==> config.mk <==
export PLATFORM = sky130hd
export DESIGN_NAME = buck_sequencer
export DESIGN_NICKNAME = d
export VERILOG_FILES = /design/src/shared/seq_pkg.sv /design/src/shared/otp_if.sv /design/src/core/buck_sequencer.sv /design/src/core/otp_store.sv
export SDC_FILE = /design/constraint.sdc
export NUM_CORES = 1
export LEC_CHECK = 0
export BUFFER_PORTS_ARGS = -buffer_cell sky130_fd_sc_hd__buf_2
export CAP_MARGIN = 20
export CELL_PAD_IN_SITES_DETAIL_PLACEMENT = 0
export CELL_PAD_IN_SITES_GLOBAL_PLACEMENT = 2
export CORE_MARGIN = 2
export CORE_UTILIZATION = 36
export DETAILED_ROUTE_END_ITERATION = 8
export PLACE_DENSITY = 0.84
export REMOVE_ABC_BUFFERS = 1
export SLEW_MARGIN = 25
export SYNTH_ARGS = -nofsm -noshare
export SYNTH_HDL_FRONTEND = slang
export SYNTH_SLANG_ARGS = --single-unit
==> constraint.sdc <==
create_clock -name ref_clk -period 4.66 [get_ports ref_clk]
set_clock_uncertainty 0.2 [all_clocks]
set_input_delay 0.932 -clock ref_clk [delete_from_list [all_inputs] [get_ports ref_clk]]
set_output_delay 0.932 -clock ref_clk [all_outputs]
set_load 0.03 [all_outputs]
==> src/shared/seq_pkg.sv <==
// constants, register map and state types of the buck sequencer
package seq_pkg;
    // -----------------------------------------------------------------
    // timing
    // -----------------------------------------------------------------
    localparam int CLK_HZ = 50_000_000;
    localparam int US_CYC = CLK_HZ / 1_000_000; // cycles per microsecond
    localparam int MS_US = 1000;
    localparam int BOOT_US = 1400; // boot interval in us
    localparam int BOOT_CYC = BOOT_US * US_CYC;
    localparam int WDOG_MS = 10; // host-alive debounce in ms
    localparam int WDOG_CYC = WDOG_MS * MS_US * US_CYC;
    localparam int CROWBAR_US = 32; // shortest crowbar time in us
    localparam logic [10:0] CROWBAR_CYC = 11'(CROWBAR_US * US_CYC - 1);
    localparam logic [10:0] RETRY_MS = 11'h004; // fault retry period, ms
    localparam logic [9:0] FLOOR_CODE = 10'h0a6; // about 250mV
    localparam logic [2:0] PIN_FN_EN = 3'h1; // enable pins active
    // -----------------------------------------------------------------
    // register map, word addresses
    // -----------------------------------------------------------------
    localparam logic [3:0] REG_CTRL = 4'h0;
    localparam logic [3:0] REG_STATUS = 4'h1;
    localparam logic [3:0] REG_MASK = 4'h2;
    localparam logic [3:0] REG_STATE = 4'h3;
    localparam logic [3:0] REG_CFG0 = 4'h4; // 4..7 per buck
    localparam logic [3:0] REG_VTGT0 = 4'h8; // 8..11 per buck
    // control fields
    localparam int CTRL_ON_LSB = 0;
    localparam int CTRL_PIN_LSB = 4;
    localparam int CTRL_AUTO_BIT = 7;
    localparam int CTRL_DIS_LSB = 8;
    localparam int CTRL_WIN_LSB = 12;
    localparam int CTRL_POL_BIT = 14;
    localparam int CTRL_OD_BIT = 15;
    // per-buck config fields
    localparam int CFG_START_LSB = 0;
    localparam int CFG_STOP_LSB = 6;
    localparam int CFG_UP_LSB = 12;
    localparam int CFG_DN_LSB = 15;
    localparam int CFG_DEF_LSB = 18;
    // status fields
    localparam int ST_W = 14;
    localparam int ST_WD_BIT = 13;
    // -----------------------------------------------------------------
    // one-time memory image
    // -----------------------------------------------------------------
    localparam logic [2:0] OTP_LAST = 3'h4;
    localparam logic [31:0] OTP_CTRL_DEF = 32'h0000_008f;
    localparam logic [31:0] OTP_CFG_DEF = 32'h0801_2041;
    // -----------------------------------------------------------------
    // states
    // -----------------------------------------------------------------
    typedef enum logic [3:0] {
        G_OFF = 4'b0001, G_BOOT = 4'b0010, G_RUN = 4'b0100, G_STOP = 4'b1000
    } chip_st_t;
    typedef enum logic [6:0] {
        B_OFF = 7'b000_0001, B_DLY_ON = 7'b000_0010, B_RAMP = 7'b000_0100,
        B_DLY_OFF = 7'b000_1000, B_RAMP_DN = 7'b001_0000,
        B_CROWBAR = 7'b010_0000, B_HOLD = 7'b100_0000
    } buck_st_t;
endpackage : seq_pkg
==> src/shared/otp_if.sv <==
// read port between the boot loader and the one-time memory
`timescale 1ns/10ps
interface otp_if;
    logic [2:0] addr;
    logic rd;
    logic [31:0] data;
    modport reader(output addr, output rd, input data);
    modport store(input addr, input rd, output data);
endinterface : otp_if

==> src/core/buck_sequencer.sv <==
// sequencing, watchdog, fault and interrupt control of four bucks
// Function
// - chip enable boots, loads memory, picks path
// - manual start by turn-on bit, gated by pins for bucks 0..2 if selected
// - soft-start uses ramp-up slew field
// - start delay ignored in manual start
// - auto start after boot and delays
// - manual disable ramps only that buck down
// - stop delay ignored in manual power-down
// - chip enable low: delayed ramp, then shutdown
// - ramp-down slew field, controlled to floor
// - no weak pull-down after chip disable
// - weak pull-down after manual disable if selected
// - host-alive low 10ms restores default voltages
// - host-alive active low, acts on all bucks
// - boot loads voltage targets from memory
// - recovery is debounce plus slew time
// - masked interrupt, polarity and drive selectable
// - over-temperature stops all until cleared
// - overcurrent: off, high-z, periodic retry
// - overvoltage: crowbar, off, retry
// - undervoltage: off and restart repeatedly
// - configurable over/undervoltage window
`timescale 1ns/10ps
module buck_sequencer #(
    parameter int BOOT_CYC = seq_pkg::BOOT_CYC,
    parameter int WDOG_CYC = seq_pkg::WDOG_CYC
) (
    input wire logic ref_clk,
    input wire logic sys_rst,
    input wire logic chip_en,
    input wire logic host_alive_pin,
    input wire logic [2:0] buck_en_pin,
    input wire logic ot_fault,
    input wire logic [3:0] oc_fault,
    input wire logic [3:0] ov_fault,
    input wire logic [3:0] uv_fault,
    input wire logic [3:0] reg_addr,
    input wire logic [31:0] reg_wdata,
    input wire logic reg_wr,
    input wire logic reg_rd,
    output logic [31:0] reg_rdata,
    output logic bias_on,
    output logic [3:0] buck_run,
    output logic [3:0] stage_hiz,
    output logic [3:0] low_side_on,
    output logic [3:0] weak_pd_on,
    output logic [39:0] vout_code,
    output logic [1:0] ovuv_window,
    output logic irq_out,
    output logic irq_oe
);
    // -----------------------------------------------------------------
    // state and storage
    // -----------------------------------------------------------------
    seq_pkg::chip_st_t gst_q;
    seq_pkg::buck_st_t st_q [4];
    logic [31:0] ctrl_q, mask_q;
    logic [31:0] cfg_q [4];
    logic [9:0] vtgt_q [4], vo_q [4];
    logic [10:0] cnt_q [4];
    logic [2:0] slc_q [4];
    logic [3:0] pd_q, first_q, cause_q;
    logic [seq_pkg::ST_W-1:0] status_q;
    logic [16:0] boot_cnt_q;
    logic [18:0] wd_cnt_q;
    logic [5:0] us_cnt_q;
    logic [9:0] ms_cnt_q;
    logic us_tick_q, ms_tick_q;
    logic [2:0] ld_a_q;
    logic ld_vld_q, ld_done_q;
    otp_if otp ();

    function automatic logic [5:0] fld6(input logic [31:0] w, input int l);
        fld6 = w[l +: 6];
    endfunction : fld6

    function automatic logic [2:0] fld3(input logic [31:0] w, input int l);
        fld3 = w[l +: 3];
    endfunction : fld3

    // -----------------------------------------------------------------
    // decode
    // -----------------------------------------------------------------
    wire logic [3:0] turn_on = ctrl_q[seq_pkg::CTRL_ON_LSB +: 4];
    wire logic [2:0] pin_fn = ctrl_q[seq_pkg::CTRL_PIN_LSB +: 3];
    wire logic auto_mode = ctrl_q[seq_pkg::CTRL_AUTO_BIT];
    wire logic [3:0] dis_sel = ctrl_q[seq_pkg::CTRL_DIS_LSB +: 4];
    wire logic pins_on = (pin_fn == seq_pkg::PIN_FN_EN);
    wire logic running = (gst_q == seq_pkg::G_RUN);
    wire logic stopping = (gst_q == seq_pkg::G_STOP);
    wire logic [3:0] pin_ok = {1'b1, buck_en_pin | {3{~pins_on}}};
    wire logic [3:0] want = {4{running}} & turn_on & pin_ok;
    wire logic boot_done = ld_done_q && (boot_cnt_q == 17'h0_0000);
    wire logic wd_low = ~host_alive_pin & running;
    wire logic wd_fire = wd_low && (wd_cnt_q == 19'(WDOG_CYC - 1));
    wire logic [3:0] is_off;
    wire logic [3:0] step;
    wire logic wr_status = reg_wr && (reg_addr == seq_pkg::REG_STATUS);
    wire logic [seq_pkg::ST_W-1:0] st_clr = wr_status ?
        reg_wdata[seq_pkg::ST_W-1:0] : '0;
    wire logic [seq_pkg::ST_W-1:0] st_ev = {wd_fire, ot_fault, uv_fault,
        ov_fault, oc_fault};
    wire logic irq_act = |(status_q & mask_q[seq_pkg::ST_W-1:0]);
    wire logic irq_lvl = irq_act ~^ ctrl_q[seq_pkg::CTRL_POL_BIT];
    wire logic irq_od = ctrl_q[seq_pkg::CTRL_OD_BIT];
    logic [31:0] rd_mux;

    // read data selection
    always_comb begin
        rd_mux = '0;
        if (reg_addr == seq_pkg::REG_CTRL) rd_mux = ctrl_q;
        else if (reg_addr == seq_pkg::REG_STATUS) rd_mux = 32'(status_q);
        else if (reg_addr == seq_pkg::REG_MASK) rd_mux = mask_q;
        else if (reg_addr == seq_pkg::REG_STATE)
            rd_mux = {26'h0, ld_done_q, bias_on, buck_run};
        else if (reg_addr[3:2] == seq_pkg::REG_CFG0[3:2])
            rd_mux = cfg_q[reg_addr[1:0]];
        else if (reg_addr[3:2] == seq_pkg::REG_VTGT0[3:2])
            rd_mux = {22'h0, vtgt_q[reg_addr[1:0]]};
    end

    // -----------------------------------------------------------------
    // timebase
    // -----------------------------------------------------------------
    // microsecond and millisecond enable pulses
    always_ff @(posedge ref_clk) begin
        if (sys_rst) begin
            us_cnt_q <= '0;
            ms_cnt_q <= '0;
            us_tick_q <= 1'b0;
            ms_tick_q <= 1'b0;
        end else begin
            us_tick_q <= (us_cnt_q == 6'(seq_pkg::US_CYC - 1));
            us_cnt_q <= (us_cnt_q == 6'(seq_pkg::US_CYC - 1)) ? 6'h00 :
                us_cnt_q + 6'h01; // wrap at the last count, not one later
            ms_tick_q <= us_tick_q && (ms_cnt_q == 10'(seq_pkg::MS_US - 1));
            if (ms_tick_q) ms_cnt_q <= 10'h000;
            else if (us_tick_q) ms_cnt_q <= ms_cnt_q + 10'h001;
        end
    end

    // -----------------------------------------------------------------
    // chip sequence and boot load
    // -----------------------------------------------------------------
    assign otp.addr = ld_a_q;
    assign otp.rd = (gst_q == seq_pkg::G_BOOT) && !ld_done_q;

    otp_store u_otp (
        .ref_clk(ref_clk),
        .port(otp.store)
    );

    // boot, run and shutdown of the whole chip
    always_ff @(posedge ref_clk) begin
        if (sys_rst) begin
            gst_q <= seq_pkg::G_OFF;
            boot_cnt_q <= '0;
            ld_a_q <= '0;
            ld_vld_q <= 1'b0;
            ld_done_q <= 1'b0;
        end else begin
            ld_vld_q <= otp.rd;
            if (otp.rd && ld_a_q != seq_pkg::OTP_LAST) ld_a_q <= ld_a_q + 3'h1;
            if (otp.rd && ld_a_q == seq_pkg::OTP_LAST) ld_done_q <= 1'b1;
            if (boot_cnt_q != 17'h0_0000) boot_cnt_q <= boot_cnt_q - 17'h0_0001;
            unique case (gst_q)
                seq_pkg::G_OFF: if (chip_en) begin
                    gst_q <= seq_pkg::G_BOOT;
                    boot_cnt_q <= 17'(BOOT_CYC - 1);
                    ld_a_q <= '0;
                    ld_done_q <= 1'b0;
                end
                seq_pkg::G_BOOT: if (!chip_en) gst_q <= seq_pkg::G_OFF;
                    else if (boot_done) gst_q <= seq_pkg::G_RUN;
                seq_pkg::G_RUN: if (!chip_en) gst_q <= seq_pkg::G_STOP;
                seq_pkg::G_STOP: if (&is_off) gst_q <= seq_pkg::G_OFF;
            endcase
        end
    end

    // -----------------------------------------------------------------
    // registers
    // -----------------------------------------------------------------
    // boot image, bus writes and watchdog restore
    always_ff @(posedge ref_clk) begin
        if (sys_rst) begin
            ctrl_q <= '0;
            mask_q <= '0;
            status_q <= '0;
            for (int k = 0; k < 4; k++) begin
                cfg_q[k] <= '0;
                vtgt_q[k] <= '0;
            end
        end else begin
            status_q <= (status_q & ~st_clr) | st_ev; // set wins over clear
            if (ld_vld_q && ld_a_q == 3'h1) ctrl_q <= otp.data;
            if (ld_vld_q && ld_a_q != 3'h1 && !ld_done_q) begin
                cfg_q[2'(ld_a_q - 3'h2)] <= otp.data;
                vtgt_q[2'(ld_a_q - 3'h2)] <=
                    otp.data[seq_pkg::CFG_DEF_LSB +: 10];
            end
            if (ld_done_q && ld_a_q == seq_pkg::OTP_LAST && ld_vld_q) begin
                cfg_q[3] <= otp.data;
                vtgt_q[3] <= otp.data[seq_pkg::CFG_DEF_LSB +: 10];
            end
            if (reg_wr && reg_addr == seq_pkg::REG_CTRL) ctrl_q <= reg_wdata;
            if (reg_wr && reg_addr == seq_pkg::REG_MASK) mask_q <= reg_wdata;
            if (reg_wr && reg_addr[3:2] == seq_pkg::REG_CFG0[3:2])
                cfg_q[reg_addr[1:0]] <= reg_wdata;
            if (reg_wr && reg_addr[3:2] == seq_pkg::REG_VTGT0[3:2])
                vtgt_q[reg_addr[1:0]] <= reg_wdata[9:0];
            if (wd_fire) begin
                for (int k = 0; k < 4; k++)
                    vtgt_q[k] <= cfg_q[k][seq_pkg::CFG_DEF_LSB +: 10];
            end
        end
    end

    // host-alive low-time counter, fires once per low period
    always_ff @(posedge ref_clk) begin
        if (sys_rst || !wd_low) wd_cnt_q <= '0;
        else if (wd_cnt_q != 19'(WDOG_CYC)) wd_cnt_q <= wd_cnt_q + 19'h0_0001;
    end

    // -----------------------------------------------------------------
    // per-buck sequencer
    // -----------------------------------------------------------------
    for (genvar i = 0; i < 4; i++) begin : g_buck
        wire logic go_down = (st_q[i] == seq_pkg::B_RAMP_DN) ||
            (vo_q[i] > vtgt_q[i]);
        wire logic [2:0] rate = go_down ?
            fld3(cfg_q[i], seq_pkg::CFG_DN_LSB) :
            fld3(cfg_q[i], seq_pkg::CFG_UP_LSB);
        assign step[i] = us_tick_q && (slc_q[i] == rate);
        assign is_off[i] = (st_q[i] == seq_pkg::B_OFF);

        // state, delay counter and output code of one buck
        always_ff @(posedge ref_clk) begin
            if (sys_rst) begin
                st_q[i] <= seq_pkg::B_OFF;
                cnt_q[i] <= '0;
                vo_q[i] <= '0;
                slc_q[i] <= '0;
                pd_q[i] <= 1'b0;
                first_q[i] <= 1'b0;
                cause_q[i] <= 1'b0;
            end else begin
                if (step[i]) slc_q[i] <= 3'h0;
                else if (us_tick_q) slc_q[i] <= slc_q[i] + 3'h1;
                if (gst_q == seq_pkg::G_BOOT && boot_done)
                    first_q[i] <= auto_mode;
                unique case (st_q[i])
                    seq_pkg::B_OFF: if (want[i] && !ot_fault) begin
                        pd_q[i] <= 1'b0;
                        if (first_q[i] && auto_mode) begin
                            st_q[i] <= seq_pkg::B_DLY_ON;
                            cnt_q[i] <= {5'h00,
                                fld6(cfg_q[i], seq_pkg::CFG_START_LSB)};
                        end else st_q[i] <= seq_pkg::B_RAMP;
                    end
                    seq_pkg::B_DLY_ON: if (!want[i]) st_q[i] <= seq_pkg::B_OFF;
                        else if (cnt_q[i] == 11'h000 || !auto_mode) begin
                            st_q[i] <= seq_pkg::B_RAMP;
                            first_q[i] <= 1'b0;
                        end else if (ms_tick_q) cnt_q[i] <= cnt_q[i] - 11'h001;
                    seq_pkg::B_RAMP: if (ot_fault || oc_fault[i] || uv_fault[i]) begin
                        st_q[i] <= seq_pkg::B_HOLD;
                        cnt_q[i] <= seq_pkg::RETRY_MS;
                        vo_q[i] <= '0;
                    end else if (ov_fault[i]) begin
                        st_q[i] <= seq_pkg::B_CROWBAR;
                        cnt_q[i] <= seq_pkg::CROWBAR_CYC;
                        vo_q[i] <= '0;
                    end else if (!want[i] && stopping) begin
                        st_q[i] <= seq_pkg::B_DLY_OFF;
                        cnt_q[i] <= {5'h00,
                            fld6(cfg_q[i], seq_pkg::CFG_STOP_LSB)};
                    end else if (!want[i]) begin
                        st_q[i] <= seq_pkg::B_RAMP_DN;
                        cause_q[i] <= 1'b0;
                    end else if (step[i] && vo_q[i] < vtgt_q[i])
                        vo_q[i] <= vo_q[i] + 10'h001;
                    else if (step[i] && go_down) vo_q[i] <= vo_q[i] - 10'h001;
                    seq_pkg::B_DLY_OFF: if (cnt_q[i] == 11'h000) begin
                        st_q[i] <= seq_pkg::B_RAMP_DN;
                        cause_q[i] <= 1'b1;
                    end else if (ms_tick_q) cnt_q[i] <= cnt_q[i] - 11'h001;
                    seq_pkg::B_RAMP_DN: if (vo_q[i] <= seq_pkg::FLOOR_CODE) begin
                        st_q[i] <= seq_pkg::B_OFF;
                        vo_q[i] <= '0;
                        pd_q[i] <= !cause_q[i] && dis_sel[i];
                    end else if (step[i]) vo_q[i] <= vo_q[i] - 10'h001;
                    seq_pkg::B_CROWBAR: if (cnt_q[i] == 11'h000) begin
                        st_q[i] <= seq_pkg::B_HOLD;
                        cnt_q[i] <= seq_pkg::RETRY_MS;
                    end else cnt_q[i] <= cnt_q[i] - 11'h001;
                    seq_pkg::B_HOLD: if (stopping) st_q[i] <= seq_pkg::B_OFF;
                        else if (cnt_q[i] == 11'h000 && !ot_fault)
                            st_q[i] <= seq_pkg::B_OFF;
                        else if (ms_tick_q && cnt_q[i] != 11'h000)
                            cnt_q[i] <= cnt_q[i] - 11'h001;
                endcase
            end
        end
    end

    // -----------------------------------------------------------------
    // registered outputs
    // -----------------------------------------------------------------
    always_ff @(posedge ref_clk) begin
        if (sys_rst) begin
            reg_rdata <= '0;
            bias_on <= 1'b0;
            buck_run <= '0;
            stage_hiz <= '0;
            low_side_on <= '0;
            weak_pd_on <= '0;
            vout_code <= '0;
            ovuv_window <= '0;
            irq_out <= 1'b0;
            irq_oe <= 1'b0;
        end else begin
            reg_rdata <= reg_rd ? rd_mux : 32'h0000_0000;
            bias_on <= (gst_q != seq_pkg::G_OFF);
            ovuv_window <= ctrl_q[seq_pkg::CTRL_WIN_LSB +: 2];
            irq_out <= irq_od ? 1'b0 : irq_lvl;
            irq_oe <= irq_od ? !irq_lvl : 1'b1;
            for (int k = 0; k < 4; k++) begin
                buck_run[k] <= (st_q[k] == seq_pkg::B_RAMP) ||
                    (st_q[k] == seq_pkg::B_RAMP_DN);
                stage_hiz[k] <= (st_q[k] == seq_pkg::B_HOLD);
                low_side_on[k] <= (st_q[k] == seq_pkg::B_CROWBAR);
                weak_pd_on[k] <= pd_q[k];
                vout_code[k*10 +: 10] <= vo_q[k];
            end
        end
    end
endmodule : buck_sequencer

==> src/core/otp_store.sv <==
// one-time configuration memory with registered read data
`timescale 1ns/10ps
module otp_store (
    input wire logic ref_clk,
    otp_if.store port
);
    // -----------------------------------------------------------------
    // fixed image
    // -----------------------------------------------------------------
    function automatic logic [31:0] image(input logic [2:0] a);
        image = (a == 3'h0) ? seq_pkg::OTP_CTRL_DEF : seq_pkg::OTP_CFG_DEF;
    endfunction : image

    // read data leave from a register
    always_ff @(posedge ref_clk) begin
        if (port.rd) begin
            port.data <= image(port.addr);
        end
    end
endmodule : otp_store

# After elaboration in Yosys (flattened, before gate mapping)
# Memories as Yosys holds them, arrays and structs flattened.
# Index checks and enable logic that the tools add are counted.
dict set report totals {
  input_bits 58
  memories 6
  mem_bits_rw 292
  ff_bits 278
  wordCells 1124
}
# name depth width rd rd_clocked_by_memory_dff write_ports line
set memory_table {}
lappend memory_table {cfg_q 4 32 5 0 4 buck_sequencer.sv:59} ;# logic [31:0] cfg_q [4];
lappend memory_table {cnt_q 4 11 4 0 4 buck_sequencer.sv:61} ;# logic [10:0] cnt_q [4];
lappend memory_table {vo_q 4 10 4 0 4 buck_sequencer.sv:60} ;# logic [9:0] vtgt_q [4], vo_q [4];
lappend memory_table {vtgt_q 4 10 5 0 4 buck_sequencer.sv:60}
lappend memory_table {st_q 4 7 4 0 4 buck_sequencer.sv:57} ;# seq_pkg::buck_st_t st_q [4];
lappend memory_table {slc_q 4 3 4 0 4 buck_sequencer.sv:62} ;# logic [2:0] slc_q [4];
dict set report classes {
  n_eq_ne 93
  n_reduce_logical 127
  addsub 22
  n_lt_le_gt_ge 12
  mux 660
  n_bitwise 168
}
# cell count
set op_table {}
lappend op_table {{2-to-1 mux 1 bit} 492}
lappend op_table {{2-to-1 mux 11 bit} 36}
lappend op_table {{2-to-1 mux 7 bit} 52}
lappend op_table {{2-to-1 mux 10 bit} 32}
lappend op_table {{2-to-1 mux 32 bit} 10}
lappend op_table {{bitwise OR 1 bit} 126}
lappend op_table {{OR reduction 32 bit} 2}
lappend op_table {{logical AND 1 bit} 53}
lappend op_table {{!= test 2 bit, second input constant} 26}
lappend op_table {{2-to-1 mux 17 bit} 3}
lappend op_table {{adder 10 x 1 -> 10 bit, second input constant} 5}
lappend op_table {{2-to-1 mux 3 bit} 15}
lappend op_table {{logical NOT 11 bit} 4}
lappend op_table {{nonzero test 11 bit} 4}
lappend op_table {{subtractor 11 x 1 -> 11 bit, second input constant} 4}
lappend op_table {{greater-than comparator 10 bit} 4}
lappend op_table {{less-or-equal comparator 10 x 8 -> 1 bit, second input constant} 4}
lappend op_table {{< comparator 10 bit} 4}
lappend op_table {{subtractor 10 x 1 -> 10 bit, second input constant} 4}
lappend op_table {{bitwise AND 14 bit} 2}
lappend op_table {{equality test 7 x 1 -> 1 bit, second input constant} 4}
lappend op_table {{equality test 7 x 2 -> 1 bit, second input constant} 4}
lappend op_table {{equality test 7 x 3 -> 1 bit, second input constant} 4}
lappend op_table {{equality test 7 x 4 -> 1 bit, second input constant} 4}
lappend op_table {{52 further kinds} 184}

# Longest topological paths before layout
# Gate-level depths: netlist of run 1.
dict set report logic_depth {
  word_depth 22
  mapped_depth 12
}

# Modules after synthesis
# From an unflattened synthesis of run 1, not the netlist that was laid out.
dict set report unflattened {
  hier_cells 3031
  hier_area_um2 28703.8
}
# module n_inst cells_per_inst area_per_inst_um2 seq_area_each_um2
set by_module_without_submodules {}
lappend by_module_without_submodules {buck_sequencer 1 2995 28399.7 13693.1}
lappend by_module_without_submodules {otp_store 1 36 304.0 60.1}

# Worst setup path before layout of run 1
# Ideal clock, no wire load.
dict set report synth_path {
  path_type {input -> register}
  startpoint {input sys_rst}
  endpoint {memory cfg_q[3][0] (enable)}
  arrival_time_ps 3885
  slack_ps 106
  n_path_buf 1
  stages 4
  cell_sequence {clkbuf_1 nor3_1 nand2_1 o31ai_1}
}
# item line
set synth_lines {}
lappend synth_lines {{start, declared} buck_sequencer.sv:30} ;# input wire logic sys_rst,
lappend synth_lines {{end, declared} buck_sequencer.sv:59}

==> reports/metrics.cfg, run 1 <==
[floorplan]
core-area_um2=75800
fp.dieW_um=280
core.rowCount=101
initial_utilization_pct=36.3
die-area_um2=78700
pin_count=151
die_h_um=280

[worst_setup_path]
startpoint=st_q[3][2]
timing.rr.start=st_q[3][2]
worstPathArrival_ps=3690
crit_path_end_kind=flip-flop
worst_r2r_endpoint=vo_q[3][6]
cp_max_fo=15
cp_data_required_time_ps=4700
regToRegSetupSlack_ps=1010
r2r_cells=8
crit_type=reg2reg
startpoint_type=flip-flop

[layout]
nets=3028
drive_gt1_share_pct=14.2
syn2layout_area_growth_pct=14.2
final_area_um2=31400
post-route-util_pct=41.4

[clock_network]
htreeDepth=2
cts_buffers=59
cts_resized=0
cts_hold_buf=0
clkLatencyLatePin_ps=640
clk_path_buf_depth=3
clk_pin_slew_ps=60
clock-sinks=540
cts_setup_buffers=0
cts_tree=built
root_buffer=clkbuf_16

[timing]
slew_violations=0
rsz0062_at_grt=no
tightestPinTransition_ps=1220
period_share_pct=78.3
hold_viol=0
relSlewSlack_pct=16.8
setup_violations=0
min_period_ps=3650
fmax_mhz=274
whs_ps=258

[synthesis]
ys_warn_count=0
synth_largest_area_cell=edfxtp_1
async_reset_ff_share_pct=0
synth.area.top_cells=edfxtp_1, dfxtp_1, nor2_1, nand2_1, a21oi_1
synth.avg_cell_area_um2=9.91
ys_types=96
synth_common_cells=edfxtp_1, nor2_1, nand2_1, dfxtp_1, a21oi_1
ys_seq_area_share_pct=50.0
ys_ff_latch=540
synth_flop_cell=edfxtp_1
synthesis.instances=2777
synth_area_um2=27500
synth_edf_count=294
yosysMostFrequentCell=edfxtp_1
synth.top_cell.area_share_pct=32.1

[grt]
overflow=0
grt_pass1_vias=21700
grt_usage_pct=23.2
grt_pass1_wl_mm=138
antenna_found_initial=9
grt_max_degree=88

[status]
outcome=completed

[pwr]
ir_drop_mv=0.287
total_power_mw=11.3
power.density_nw_per_um2=360
p_leak_nw=11.9

[routing]
first_pass_iters=6
ant_nets=0
drc=0
wl_per_cell_um=23.6
routed_via_density=5.77
drt_iter0_markers=2628
drt_wl_total_mm=92.6
vias=22700

[min_path]
whs_endpoint=mask_q[26]
hold_path_class=reg2reg
min_delay_path_depth=2
worstHoldStart=mask_q[26]

[place]
gp_congestion=0.963
hpwl_mm=68.8
port_buffers=150
place_area_um2=29500

[run]
drv_cap=0

-- cell type report --
class,count,area [µm²]
Timing Repair Buffer,212,1250
Clock buffer,94,1790
Fill cell,7380,44400
Sequential cell,540,13800
Antenna cell,1,2.50
Tap cell,978,1220
Clock inverter,18,153
Multi-Input combinational cell,1980,12900
Inverter,107,402
-- through the flow --
stage                     worst slack (ps)  TNS (ps)  cells
final                                 1010         0   3930
after global routing                   719         0   3929
after CTS                              843         0   3929
after detailed placement               604         0   3817
after global placement                 679         0   3817
after floorplan                       -886    -37240   2627
-- critical path, stage by stage, from the launching register on --
cell      delay (ps)
edfxtp_1         470
nor3_1           460
nand4b_1         440
o21ai_0          420
nand4b_1         160
and3_1           250
and4bb_2         350
nor2_1           160
nand3_1          350
-- logic make-up after synthesis --
group	after synthesis	synth area share, %
xor gates and xnor gates	91	2.90
muxes	66	4.38
DFF	540	50.0
and+or+nand+nor	1184	22.2
adders and majority gates	70	3.18
buffers and inverters	257	3.62
AOI/OAI and AO/OA	569	13.7
-- layout by cell type, fill, tap and decap left out, types with 13 or more instances in the layout --
cell,synthesis,layout
and2_1,99,99
o21ai_0,69,68
clkbuf_1,116,24
nand2b_1,27,27
or3_1,27,27
nor3_1,92,90
a21o_1,33,33
a22o_1,38,38
inv_1,107,107
nor4_1,29,28
nor3b_1,15,15
nor2b_1,67,67
a211oi_1,30,30
mux2i_1,17,17
buf_4,0,61
buf_2,20,148
nor2_1,281,277
and3_1,30,30
a22oi_1,19,19
a222oi_1,18,18
o21a_1,14,14
nand4b_1,13,13
mux4_2,43,43
nand2_1,269,268
o211ai_1,13,13
xnor2_1,45,45
nand4_1,31,31
edfxtp_1,294,294
dfxtp_1,246,246
nand3_1,102,102
ha_1,70,70
nand3b_1,16,16
or2_2,19,19
xor2_1,46,46
clkbuf_16,0,65
a221oi_1,17,17
a31oi_1,27,27
a21oi_1,196,196
-- sequential cells by signal, indices dropped and copies added, names as in the netlist, 6 cells and up --
name	cells
st_q	28
boot_cnt_q	17
reg_rdata	32
wd_cnt_q	19
us_cnt_q	6
slc_q	12
status_q	14
cfg_q	128
ctrl_q	32
mask_q	32
vo_q	40
cnt_q	44
vout_code	40
ms_cnt_q	10
vtgt_q	40
-- power by group --
group	total [mW]	switching [mW]	leakage (nW)	internal [mW]
Combinational	1.15	0.721	5.94	0.427
Sequential	5.45	0.217	5.02	5.24
Clock	4.72	1.99	0.955	2.73
Total	11.3	2.93	11.9	8.39
-- how the worst max path moves through the flow --
stage	endpoint	slack [ps]
4_1_cts	vo_q[0][4]	840
2_1_floorplan	cfg_q[0][0]	-890
6_report	vo_q[3][6]	1010
3_5_place_dp	vo_q[2][6]	600
5_1_grt	vo_q[3][5]	720
3_3_place_gp	vo_q[2][3]	680
-- routing by layer --
metal / track usage (%) / routed length [µm] / vias to the layer above
met5: 0 / 55 / -
met2: 35.5 / 40900 / 975
met3: 4.56 / 7600 / 183
met1: 32.0 / 40100 / 11100
met4: 9.41 / 3970 / 10
li1: - / - / 10400
No activity file was read; power rests on OpenSTA's default activity.
==> run 2: changes to the inputs <==
Settings changed: ABC_AREA set to 1, CORE_UTILIZATION 36 to 38, PLACE_DENSITY 0.84 to 0.89.
Clock period 4.66 ns to 3.5 ns, I/O delays scaled along.
==> reports/metrics.cfg, run 2 <==
[timing]
period_share_pct=90.7  ; was 78.3%
fmax_mhz=315  ; was 274 MHz
rsz0062_at_grt=no  ; unchanged
tightestPinTransition_ps=847  ; was 1220 ps
relSlewSlack_pct=43.3  ; was 16.8%
tns_ps=0  ; unchanged
hold_viol=0  ; unchanged
min_period_ps=3180  ; was 3650 ps
setup_violations=0  ; unchanged
slew_violations=0  ; unchanged

[floorplan]
fp.dieW_um=278  ; was 280 µm
core.rowCount=100  ; was 101
core-area_um2=74300  ; was 75,800 µm²
die-area_um2=77200  ; was 78,700 µm²
pin_count=151  ; unchanged
initial_utilization_pct=38.3  ; was 36.3%
die_h_um=278  ; was 280 µm

[synthesis]
ys_seq_area_share_pct=48.3  ; was 50.0%
synth_mux_area_share_pct=0  ; was 4.38%
synth_compound_area_share_pct=13.8  ; was 13.7%
synthesis.instances=3445  ; was 2,777
synthXorXnorAreaFrac_pct=2.12  ; was 2.90%
ys_warn_count=0  ; unchanged
synth.area.top_cells=edfxtp_1, dfxtp_1, inv_1, nand2_1, nor2_1  ; was edfxtp_1, dfxtp_1, nor2_1, nand2_1, a21oi_1
synth_flop_cell=edfxtp_1  ; unchanged
ys_ff_latch=540  ; unchanged
yosysMostFrequentCell=inv_1  ; was edfxtp_1
yosys.area_share.simple_pct=23.7  ; was 22.2%
synth_common_cells=inv_1, nand2_1, nor2_1, edfxtp_1, dfxtp_1  ; was edfxtp_1, nor2_1, nand2_1, dfxtp_1, a21oi_1
ys_types=70  ; was 96
synth_largest_area_cell=edfxtp_1  ; unchanged
synth_edf_count=294  ; unchanged
synth_fa_ha_area_share_pct=3.07  ; was 3.18%
synth_top_family_by_area=simple AND/OR/NAND/NOR gates  ; unchanged
synth.avg_cell_area_um2=8.27  ; was 9.91 µm²
synth.top_cell.area_share_pct=31.0  ; was 32.1%
synth_area_um2=28500  ; was 27,500 µm²
async_reset_ff_share_pct=0  ; unchanged

[worst_setup_path]
crit_type=reg2reg  ; unchanged
slowest_stage=edfxtp_1  ; unchanged
crit_top_cell=nand2_1  ; was nand4b_1
startpoint_type=flip-flop  ; unchanged
cp_data_required_time_ps=3670  ; was 4700 ps
path_cells=inv_1 > ha_1 > a21o_1 > a21boi_1 > nand3_1 > nand2_1 > nand2_2 > o21ai_0 > xor2_1 > nand2_1 > nor2_1 > nor2_2 > nand3b_1 > buf_12  ; was nor3_1 > nand4b_1 > o21ai_0 > nand4b_1 > and3_1 > and4bb_2 > nor2_1 > nand3_1
timing.rr.start=vtgt_q[3][7]  ; was st_q[3][2]
critPathMaxStageDelay_ps=440  ; was 470 ps
worstPathArrival_ps=3350  ; was 3690 ps
regToRegSetupSlack_ps=320  ; was 1010 ps
cp_max_fo=10  ; was 15
crit_path_end_kind=flip-flop  ; unchanged
worst_r2r_endpoint=vo_q[3][4]  ; was vo_q[3][6]
r2r_cells=14  ; was 8

[clock_network]
clk_path_buf_depth=3  ; unchanged
cts_tree=built  ; unchanged
clock-sinks=540  ; unchanged
htreeDepth=2  ; unchanged
clkLatencyLatePin_ps=660  ; was 640 ps
root_buffer=clkbuf_16  ; unchanged
cts_hold_buf=0  ; unchanged
cts_resized=0  ; unchanged
clk_pin_slew_ps=60  ; about the same
cts_buffers=60  ; was 59
cts_setup_buffers=0  ; unchanged

[min_path]
min_delay_path_depth=3  ; was 2
hold_path_class=in2reg  ; was reg2reg
worstHoldStart=reg_wdata[25]  ; was mask_q[26]
whs_endpoint=mask_q[25]  ; was mask_q[26]

[grt]
grt_usage_pct=24.8  ; was 23.2%
antenna_found_initial=5  ; was 9
overflow=0  ; unchanged
grt_max_degree=50  ; was 88
grt_pass1_wl_mm=146  ; was 138 mm
grt_pass1_vias=24000  ; was 21,700

[pwr]
power.density_nw_per_um2=476  ; was 360 nW/µm²
total_power_mw=15.9  ; was 11.3 mW
ir_drop_mv=0.429  ; was 0.287 mV
p_leak_nw=14.2  ; was 11.9 nW

[layout]
post-route-util_pct=44.8  ; was 41.4%
final_cell_mix=inv_1, nand2_1, nor2_1, edfxtp_1, dfxtp_1  ; was edfxtp_1, nor2_1, nand2_1, dfxtp_1, a21oi_1
syn2layout_area_growth_pct=16.8  ; was 14.2%
largestRegisters=cfg_q: 128 flops, cnt_q: 44 flops  ; unchanged
stdcell_count=4706  ; was 3,930
largest_reg_flops=128  ; unchanged
final_area_um2=33300  ; was 31,400 µm²
drive_gt1_share_pct=14.7  ; was 14.2%
nets=3811  ; was 3,028
mostFrequentLayoutCell=inv_1  ; was edfxtp_1
top_register=cfg_q  ; unchanged

[place]
gp_congestion=0.945  ; was 0.963
dp.cells=4590  ; was 3,817
port_buffers=150  ; unchanged
hpwl_mm=74.4  ; was 68.8 mm
place_area_um2=31100  ; was 29,500 µm²

[routing]
drt_iter0_markers=2661  ; was 2,628
wl_per_cell_um=20.6  ; was 23.6 µm
drt_wl_total_mm=97.0  ; was 92.6 mm
routed_via_density=5.31  ; was 5.77
first_pass_iters=6  ; unchanged
drc=0  ; unchanged
vias=25000  ; was 22,700
ant_nets=0  ; unchanged

[status]
outcome=completed  ; unchanged

[run]
drv_cap=0  ; unchanged

-- run 2: changes by cell type after synthesis, moves of 58 or more --
cell,delta
inv_1,+432
a21oi_1,-58
nor2_1,+160
nand3_1,+76
and2_1,-99
nor2b_1,-67
o21ai_0,+155
nand2_1,+247
-- run 2: layer usage --
metal	routed length [µm]	track usage (%)	vias to the layer above
met3	7900	5.17	165
met1	42000	33.1	11700
li1	-	-	12100
met5	37	0	-
met4	3470	8.87	6
met2	43700	39.6	952
-- run 2: cells by family (layout without fill, tap and decap cells) --
logic type,after synthesis,count (layout)
adder cells (fa/ha/maj),70,70
other,0,2
AND/OR/NAND/NOR,1445,1445
XOR/XNOR,69,69
flip-flops,540,540
AO/OA/AOI/OAI,643,643
buffers and inverters,678,968
-- run 2: area by class of cell --
type                            count  area, µm²
Clock buffer                       73       1620
Timing Repair Buffer              274       1830
Clock inverter                     41        503
Tap cell                          969       1210
Fill cell                        7497      41000
Sequential cell                   540      13800
Antenna cell                        2       5.00
Multi-Input combinational cell   2227      12200
Inverter                          580       2180
-- run 2: power by group --
group          internal [mW]  switching (mW)  total [mW]
logic                  0.556            1.22        1.78
registers               6.99           0.243        7.23
clock network           4.05            2.79        6.84
-- run 2: per-stage QoR --
stage	hold WS [ps]	worst slack, ps
after floorplan	198	-1240
after global placement	217	282
after detailed placement	215	304
after CTS	113	295
after global routing	141	80.1
final	133	324
-- run 2: worst max path at each step --
stage / from / endpoint / cells after the start
2_1_floorplan: sys_rst / cfg_q[3][0] / 4
3_3_place_gp: vtgt_q[3][7] / vo_q[3][7] / 14
3_5_place_dp: vtgt_q[3][7] / vo_q[3][7] / 14
4_1_cts: vtgt_q[3][7] / vo_q[3][4] / 14
5_1_grt: vtgt_q[3][7] / vo_q[3][4] / 14
6_report: vtgt_q[3][7] / vo_q[3][4] / 14
-- run 2: critical path, delay by kind of cell (launching register included) --
family,cells,cell delay [ps]
simple gates,7,780
buf+inv,2,320
xor+xnor,1,250
flops,1,440
fa+ha+maj,1,260
compound gates,3,620
